==> src/lps_map.vh <==
`ifndef LPS_MAP_VH
`define LPS_MAP_VH
// Data width of both registers
`define LPS_WIDTH 8
// Reset value of the storage register
`define LPS_STORE_RST 8'h00
// Reset value of the shift register
`define LPS_SHIFT_RST 8'h00
// Entries in the output buffer
`define LPS_BUF_DEPTH 2
// Idle levels of the control synchronisers: clear and load inactive
`define LPS_CTL_RST 5'h18
// Bit count at which the eighth shift completes a word
`define LPS_LAST_BIT 3'h7
`endif

==> src/lps_buf.v <==
`default_nettype none
// Two-entry valid/ready buffer; a word offered while both entries are full is not stored
module lps_buf #(
  parameter WIDTH = 8
) (
  input wire clk_sys,
  input wire reset,
  input wire in_valid,
  output wire in_ready,
  input wire [WIDTH-1:0] in_data,
  output wire out_valid,
  input wire out_ready,
  output wire [WIDTH-1:0] out_data
);
  reg [WIDTH-1:0] mem_q [0:1];
  reg wr_q;
  reg rd_q;
  reg [1:0] cnt_q;
  wire push;
  wire pop;

  assign push = in_valid && (cnt_q != 2'd2);
  assign pop = out_valid && out_ready;
  assign in_ready = (cnt_q != 2'd2);
  assign out_valid = (cnt_q != 2'd0);
  assign out_data = mem_q[rd_q];

  // Pointer and count update
  always @(posedge clk_sys or posedge reset) begin
    if (reset) begin
      wr_q <= 1'b0;
      rd_q <= 1'b0;
      cnt_q <= 2'd0;
      mem_q[0] <= {WIDTH{1'b0}};
      mem_q[1] <= {WIDTH{1'b0}};
    end else begin
      if (push) begin
        mem_q[wr_q] <= in_data;
        wr_q <= ~wr_q;
      end
      if (pop)
        rd_q <= ~rd_q;
      if (push && !pop)
        cnt_q <= cnt_q + 2'd1;
      else if (pop && !push)
        cnt_q <= cnt_q - 2'd1;
    end
  end
endmodule // lps_buf
`default_nettype wire

==> src/lps_top.v <==
// Behaviour
// - Eight-bit storage register feeds a separate eight-bit shift register.
// - Latch clock rising edge captures parallel inputs, ignoring other controls.
// - Without latch clock rising edge the storage register holds.
// - Load low, clear inactive: shift register follows storage continuously.
// - Serial input accepted only with load high, on shift clock rises.
// - Shift edge: first stage takes serial input, others take predecessor.
// - Shifting spans exactly eight stages on shift clock rising edge.
// - Clear and load high without shift edge: shift register holds.
// - Clear low forces shift register to zero after the two-flop synchroniser delay; storage untouched.
`include "lps_map.vh"
`default_nettype none
module lps_top #(
  parameter WIDTH = `LPS_WIDTH
) (
  input wire clk_sys,
  input wire reset,
  input wire [WIDTH-1:0] par_in,
  input wire input_latch_clock,
  input wire shift_clock,
  input wire serial_in,
  input wire parallel_load_n,
  input wire shift_clear_n,
  output reg serial_out,
  output reg [WIDTH-1:0] shift_word,
  output reg word_valid,
  input wire word_ready,
  output reg [WIDTH-1:0] word_data
);
  // Shift register modes, lowest priority first
  localparam [1:0] MODE_HOLD = 2'h0;
  localparam [1:0] MODE_SHIFT = 2'h1;
  localparam [1:0] MODE_LOAD = 2'h2;
  localparam [1:0] MODE_CLEAR = 2'h3;

  // Two-flop synchroniser stages for the parallel data pins
  reg [WIDTH-1:0] par_s1_q;
  reg [WIDTH-1:0] par_s2_q;

  // Two-flop synchroniser stages for the five control pins
  reg [4:0] ctl_s1_q;
  reg [4:0] ctl_s2_q;

  // Previous synchronised clock levels for edge detection
  reg rck_old_q;
  reg sck_old_q;

  // Storage register, and shift register with its next value
  reg [WIDTH-1:0] store_q;
  reg [WIDTH-1:0] shift_q;
  reg [WIDTH-1:0] shift_d;

  // Shifts since the last clear or load, and the word strobe
  reg [2:0] bit_cnt_q;
  reg [2:0] bit_cnt_d;
  reg word_push;
  reg word_push_d;

  // Decoded mode of the current cycle
  reg [1:0] mode;

  // Synchronised pin levels and detected edges
  wire rck_rise;
  wire sck_rise;
  wire si_s;
  wire load_n_s;
  wire clr_n_s;

  // Shifted-by-one view of the shift register
  wire [WIDTH-1:0] shift_fwd;

  // Word buffer handshake
  wire buf_in_ready;
  wire buf_out_valid;
  wire [WIDTH-1:0] buf_out_data;

  genvar gi;

  // Rising edge of a synchronised level against its previous sample
  function lps_rise;
    input cur;
    input old;
    begin
      lps_rise = cur & ~old;
    end
  endfunction

  // Priority decode: clear over load over shift edge over hold
  function [1:0] lps_mode;
    input clr_n;
    input load_n;
    input rise;
    begin
      if (!clr_n)
        lps_mode = MODE_CLEAR;
      else if (!load_n)
        lps_mode = MODE_LOAD;
      else if (rise)
        lps_mode = MODE_SHIFT;
      else
        lps_mode = MODE_HOLD;
    end
  endfunction

  // Edge detectors read only the second synchroniser stage
  assign rck_rise = lps_rise(ctl_s2_q[0], rck_old_q);
  assign sck_rise = lps_rise(ctl_s2_q[1], sck_old_q);
  assign si_s = ctl_s2_q[2];
  assign load_n_s = ctl_s2_q[3];
  assign clr_n_s = ctl_s2_q[4];

  // Synchroniser stages and edge history
  always @(posedge clk_sys or posedge reset) begin
    if (reset) begin
      par_s1_q <= `LPS_STORE_RST;
      par_s2_q <= `LPS_STORE_RST;
      ctl_s1_q <= `LPS_CTL_RST;
      ctl_s2_q <= `LPS_CTL_RST;
      rck_old_q <= 1'b0;
      sck_old_q <= 1'b0;
    end else begin
      par_s1_q <= par_in;
      par_s2_q <= par_s1_q;
      ctl_s1_q <= {shift_clear_n, parallel_load_n, serial_in,
                   shift_clock, input_latch_clock};
      ctl_s2_q <= ctl_s1_q;
      rck_old_q <= ctl_s2_q[0];
      sck_old_q <= ctl_s2_q[1];
    end
  end

  // Storage register, independent of load and clear
  always @(posedge clk_sys or posedge reset) begin
    if (reset)
      store_q <= `LPS_STORE_RST;
    else if (rck_rise)
      store_q <= par_s2_q;
    // Otherwise holds
  end

  // Stage inputs of a shift: first takes serial data, others the one below
  generate
    for (gi = 0; gi < WIDTH; gi = gi + 1) begin : g_stage
      if (gi == 0) begin : g_first
        assign shift_fwd[gi] = si_s;
      end else begin : g_next
        assign shift_fwd[gi] = shift_q[gi-1];
      end
    end
  endgenerate

  // Next shift state for the decoded mode
  always @* begin
    mode = lps_mode(clr_n_s, load_n_s, sck_rise);
    shift_d = shift_q;
    bit_cnt_d = bit_cnt_q;
    word_push_d = 1'b0;
    case (mode)
      MODE_CLEAR: begin
        shift_d = `LPS_SHIFT_RST;
        bit_cnt_d = 3'h0;
      end
      MODE_LOAD: begin
        shift_d = store_q;
        bit_cnt_d = 3'h0;
      end
      MODE_SHIFT: begin
        shift_d = shift_fwd;
        bit_cnt_d = bit_cnt_q + 3'h1;
        word_push_d = (bit_cnt_q == `LPS_LAST_BIT);
      end
      default: begin
        shift_d = shift_q;
      end
    endcase
  end

  // Shift register state; the eighth shift pushes the word
  always @(posedge clk_sys or posedge reset) begin
    if (reset) begin
      shift_q <= `LPS_SHIFT_RST;
      bit_cnt_q <= 3'h0;
      word_push <= 1'b0;
    end else begin
      shift_q <= shift_d;
      bit_cnt_q <= bit_cnt_d;
      word_push <= word_push_d;
    end
  end

  // Clear acts through the synchroniser, so it is seen two cycles late;
  // a pulse shorter than one system clock may be missed entirely.

  // Registered outputs
  always @(posedge clk_sys or posedge reset) begin
    if (reset) begin
      serial_out <= 1'b0;
      shift_word <= `LPS_SHIFT_RST;
      word_valid <= 1'b0;
      word_data <= `LPS_SHIFT_RST;
    end else begin
      serial_out <= shift_q[WIDTH-1];
      shift_word <= shift_q;
      word_valid <= buf_out_valid && !(word_valid && word_ready);
      word_data <= buf_out_data;
    end
  end

  // Buffer of completed eight-bit serial words; one completed while both entries are full is dropped
  lps_buf #(.WIDTH(WIDTH)) u_buf (
    .clk_sys(clk_sys),
    .reset(reset),
    .in_valid(word_push),
    .in_ready(buf_in_ready),
    .in_data(shift_q),
    .out_valid(buf_out_valid),
    .out_ready(word_valid && word_ready),
    .out_data(buf_out_data)
  );
endmodule // lps_top
`default_nettype wire

==> config.mk <==
export PLATFORM = sky130hd
export DESIGN_NAME = lps_top
export DESIGN_NICKNAME = d
export VERILOG_FILES = /design/src/lps_buf.v /design/src/lps_top.v
export VERILOG_INCLUDE_DIRS = /design/src /design/src/src
export SDC_FILE = /design/constraint.sdc
export NUM_CORES = 1
export LEC_CHECK = 0
export BUFFER_PORTS_ARGS = -buffer_cell sky130_fd_sc_hd__buf_2
export CORE_ASPECT_RATIO = 1.2
export CORE_UTILIZATION = 30
export CTS_CLUSTER_DIAMETER = 100
export DETAILED_ROUTE_END_ITERATION = 16
export SYNTH_ARGS = -nofsm -noshare
export SYNTH_HDL_FRONTEND = slang
export SYNTH_SLANG_ARGS = --single-unit
==> constraint.sdc <==
create_clock -name clk_sys -period 4 [get_ports clk_sys]
set_input_delay 0.8 -clock clk_sys [delete_from_list [all_inputs] [get_ports clk_sys]]
set_output_delay 0.8 -clock clk_sys [all_outputs]
set_load 0.05 [all_outputs]
; ---- Word level (Yosys, flattened, before mapping)
; Cells that the tools add are included.
[word_totals]
regBits = 86
out_inout_bits = 18
elab_cells = 67
[op_classes]
addsub = 3
magnitude_cmp = 3
eq_ne = 5
n_mux = 14
bitwise_logic = 8
reduce_logical = 15
[op_table]
columns = op, n
row1 = 8-bit two-way mux, 4
row2 = 8-bit one-hot mux with 3 select lines, 1
row3 = 16-bit bitwise mux, 1
row4 = 8-bit demux with 1-bit select, 1
row5 = 2-bit two-way mux, 4
row6 = 1-bit logical AND, 7
row7 = 3-bit one-hot mux with 2 select lines, 1
row8 = 2-bit nonzero test, 3
row9 = 2-bit equality test (second input constant), 2
row10 = 2-bit greater-or-equal comparator (second input constant), 2
row11 = 1-bit inverter, 4
row12 = 1-bit inverter with 2-bit output, 2
row13 = 3-bit by 1-bit adder with 3-bit output (second input constant), 1
row14 = 3-bit equality test (second input constant), 1
row15 = 1-bit zero test, 3
row16 = 3-bit nonzero test, 1
row17 = 2-bit by 1-bit adder with 2-bit output (second input constant), 1
row18 = 1-bit bitwise AND, 2
row19 = 2-bit by 1-bit equality test with 1-bit output (second input constant), 1
row20 = 2-bit by 1-bit less-than comparator with 1-bit output (second input constant), 1
row21 = 1-bit two-way mux, 2
row22 = 2-bit != test (second input constant), 1
row23 = 2-bit OR reduction, 1
row24 = 2-bit by 1-bit subtractor with 2-bit output (second input constant), 1

; ---- Longest topological paths before layout
[depth]
word_depth = 8
ltp_mapped = 7
depth_no_buf = 6

; ---- By module
; From an unflattened synthesis, not the netlist that was laid out.
[unflattened]
hier_cells = 191
area_unflattened_um2 = 2959.1
[modules_own_cells]
columns = mod, n_inst, cells_each, area_each_um2
row1 = lps_top, 1, 131, 2024.4
row2 = lps_buf, 1, 60, 934.6

; ---- Least setup slack after synthesis
; OpenSTA, ideal clock, no wires.
[synth_path]
path_kind = reg2out
startpoint = reg, netlist name serial_out
endpoint = out shift_word[7]
t_arrival_ps = 886
setup_slack_ps = 2314
stages_incl_launch_ff = 2
n_path_buf = 1
cell_sequence = dfrtp_1 buf_4
[synth_rtl]
columns = element, line_no
row1 = to (decl), lps_top.v:25  ; output reg [WIDTH-1:0] shift_word,

; ---- Worst setup path in the final report
[layout_path]
startpoint = reg word_valid
endpoint = out word_valid
[layout_rtl]
columns = element, line_no
row1 = from (decl), lps_top.v:26  ; output reg word_valid,
row2 = from (signal assigned), lps_top.v:204  ; word_valid <= buf_out_valid && !(word_valid && word_ready);
; No word-level cell between the ends.

==> impl_metrics.yaml <==
critical_path:
  crit_path_start: "word_valid"
  cp-endpoint: "word_valid"
  max_stage_delay_ns: 0.36
  crit_family: "flip-flops"
  crit_type: "register to primary output"
  cp_num_cells: 1
  cp_cell_sequence: "buf_2"
  worst-path-buf-inv: 1
  reg2reg_slack_ns: 2.41
  r2r-start: "u_buf.cnt_q[0]"
  worstPathRequired_ns: 3.20
  critPathLaunchType: "register"
  slowest_stage: "dfrtp_1"
  cp_data_arrival_time_ns: 0.95
  end_kind: "primary output"
  reg2regPathDepth: 3
  path_max_fanout: 3
  rr_endpoint: "u_buf.mem_q[12]"
hold_path:
  min_path_type: "register to register"
  holdPathStages: 0
clocking:
  cts_tree: "done"
  htree_levels: 3
  clock_latency_ns: 0.33
  cts_hold_buf: 0
  clkSinkCount: 85
  cts-root-buf: "clkbuf_16"
  ctsResizeCount: 0
  cts.clk_slew.worst_paths_ns: 0.06
  numCtsBuffers: 9
  cts_setup_buffers: 0
  clk_path_buf_depth: 2
floorplan:
  dieHeight_um: 111
  pin_count: 34
  core_area_mm2: 0.00956
  die_x_um: 92.6
  initial_core_util_pct: 30.9
  fp-row-count: 39
  die_area_mm2: 0.0103
power_and_ir_drop:
  power_density_mw_per_mm2: 579
  p_leak_nw: 1.75
  ir_worst_vdd_v: 0.000265
  power.total_mw: 2.06
synth:
  ys_warn_count: 0
  synth_area_mm2: 0.00296
  synth_area_per_cell_um2: 16.2
  ys.flop_type: "dfrtp_1"
  synth_seq_cells: 85
  synth_edf_count: 0
  synth_common_cells: "81 x dfrtp_1, 30 x mux2_2, 11 x a21oi_1"
  synth.distinct_cells: 25
  yosys.cell_count.top_type: "dfrtp_1"
  synthArstFlopShare_pct: 100
  synth.area.top_cells: "dfrtp_1 69%, mux2_2 11%, dfstp_2 3.6%"
  yosysSeqAreaShare_pct: 72.1
  synth_top_area_share_pct: 68.6
  syn_nets: 201
  synth_top_area_cell: "dfrtp_1"
  synthCells: 182
timing:
  setup_tns_ns: 0
  fmaxAchievable_ghz: 0.570
  holdWs_ns: 0.347
  rsz0062_at_grt: "no"
  fin_skew_ns: 0.00590
  period_share_pct: 43.8
  min_period_ns: 1.75
  max_slew.worst_pin.slew_ns: 0.965
  hold_viol_final: 0
  slew_violations: 0
  finalSetupViolations: 0
  slew_headroom_pct: 35.6
place:
  hpwlAfterDp_um: 2770
  gp_congestion: 0.668
  dp_cells: 331
  io_buffer_count: 33
detailed_routing:
  vias: 1453
  wl_per_cell_um: 11.9
  dr.first_iter.drc_count: 29
  routed_via_density: 4.20
  drt-total-wl_um: 4130
  ant_nets: 0
  drc: 0
  drt_first_pass_iters: 4
global_route:
  antenna_found_initial: 0
  grt_max_degree: 61
  first_global_vias: 1550
  grt_usage_pct: 9.58
  grt_pass1_wl_um: 7390
  overflow: 0
run:
  drv_cap: 0
status:
  outcome: "completed"
cells_and_area:
  syn_to_final_growth_pct: 20.3
  stdcell_count: 346
  nNetsFinal: 238
  drive_above_1_share_pct: 38.6
  regArea_mm2: 0.00213
  antenna_cells: 0
  fill_cells: 935
  multi_input_comb_area_um2: 764
-- how the worst min path moves through the flow --
stage	start	to	slack [ns]
after floorplan	ctl_s1_q[0]	ctl_s2_q[0]	0.33
after global placement	par_s1_q[7]	par_s2_q[7]	0.33
after detailed placement	ctl_s1_q[1]	ctl_s2_q[1]	0.33
after CTS	ctl_s1_q[1]	ctl_s2_q[1]	0.35
after global routing	par_s1_q[7]	par_s2_q[7]	0.35
final	ctl_s1_q[0]	ctl_s2_q[0]	0.35
-- layout make-up --
type                       instances  area share [%]
tap                              123            4.33
inverter                           4           0.458
clock buffer                      11            6.83
sequential                        85            60.0
multi-input combinational         85            21.5
clock inverter                     4            2.04
timing repair buffer              34            4.86
-- worst register-to-register path, stage by stage, from the launching register on --
cell and delay, ns:
dfrtp_1 0.47, inv_2 0.10, a211oi_4 0.51, mux2_2 0.41
-- layout by cell type (no fill, tap or decap), types with 3 or more instances in the layout --
cell,instances
nand2_1,5
dfstp_2,4
dfrtp_1,81
nor2_1,3
buf_2,33
ha_1,3
xnor2_1,4
clkbuf_16,9
a21oi_1,11
mux2_2,30
a22o_1,8
mux2i_1,8
-- per-stage QoR --
step / setup WS, ns / area, um2 / util [%]
3_3_place_gp: 2.05 / 3240 / 33.9
2_1_floorplan: 1.01 / 2960 / -
4_1_cts: 2.23 / 3550 / 37.2
3_5_place_dp: 2.03 / 3240 / 33.9
5_1_grt: 2.20 / 3550 / 37.2
6_report: 2.25 / 3550 / 37.2
-- logic make-up (layout without fill, tap and decap cells) --
kind of cell,Yosys count,in the layout,synth area share [%]
xor gates and xnor gates,6,6,1.78
muxes,40,40,14.9
DFF,85,85,72.1
buffers and inverters,12,53,1.99
and+or+nand+nor,13,13,2.07
adders and majority gates,3,3,1.27
AOI/OAI and AO/OA,23,23,5.84
-- sequential cells by signal (all words and copies together) (netlist names) --
register     flops
u_buf.cnt_q      2
word_valid       1
par_s1_q         8
par_s2_q         8
word_push        1
shift_word       7
word_data        8
ctl_s2_q         5
u_buf.rd_q       1
store_q          8
u_buf.mem_q     16
sck_old_q        1
bit_cnt_q        3
ctl_s1_q         5
shift_q          8
serial_out       1
rck_old_q        1
u_buf.wr_q       1
-- power by group --
part | leakage, nW | switching, mW | internal [mW] | total [mW]
Clock | 0.152 | 0.300 | 0.559 | 0.859
Combinational | 0.522 | 0.122 | 0.0800 | 0.202
Sequential | 1.08 | 0.0682 | 0.927 | 0.995
Total | 1.75 | 0.491 | 1.57 | 2.06
-- metal layers --
metal | global-route usage (%) | routed length [um] | vias up
li1 | - | - | 694
met3 | 4.25 | 225 | 7
met4 | 5.00 | 60 | 0
met1 | 11.6 | 1920 | 714
met2 | 14.3 | 1920 | 38
met5 | 0 | 0 | -
Note: power is estimated with default switching activity, not from simulation.
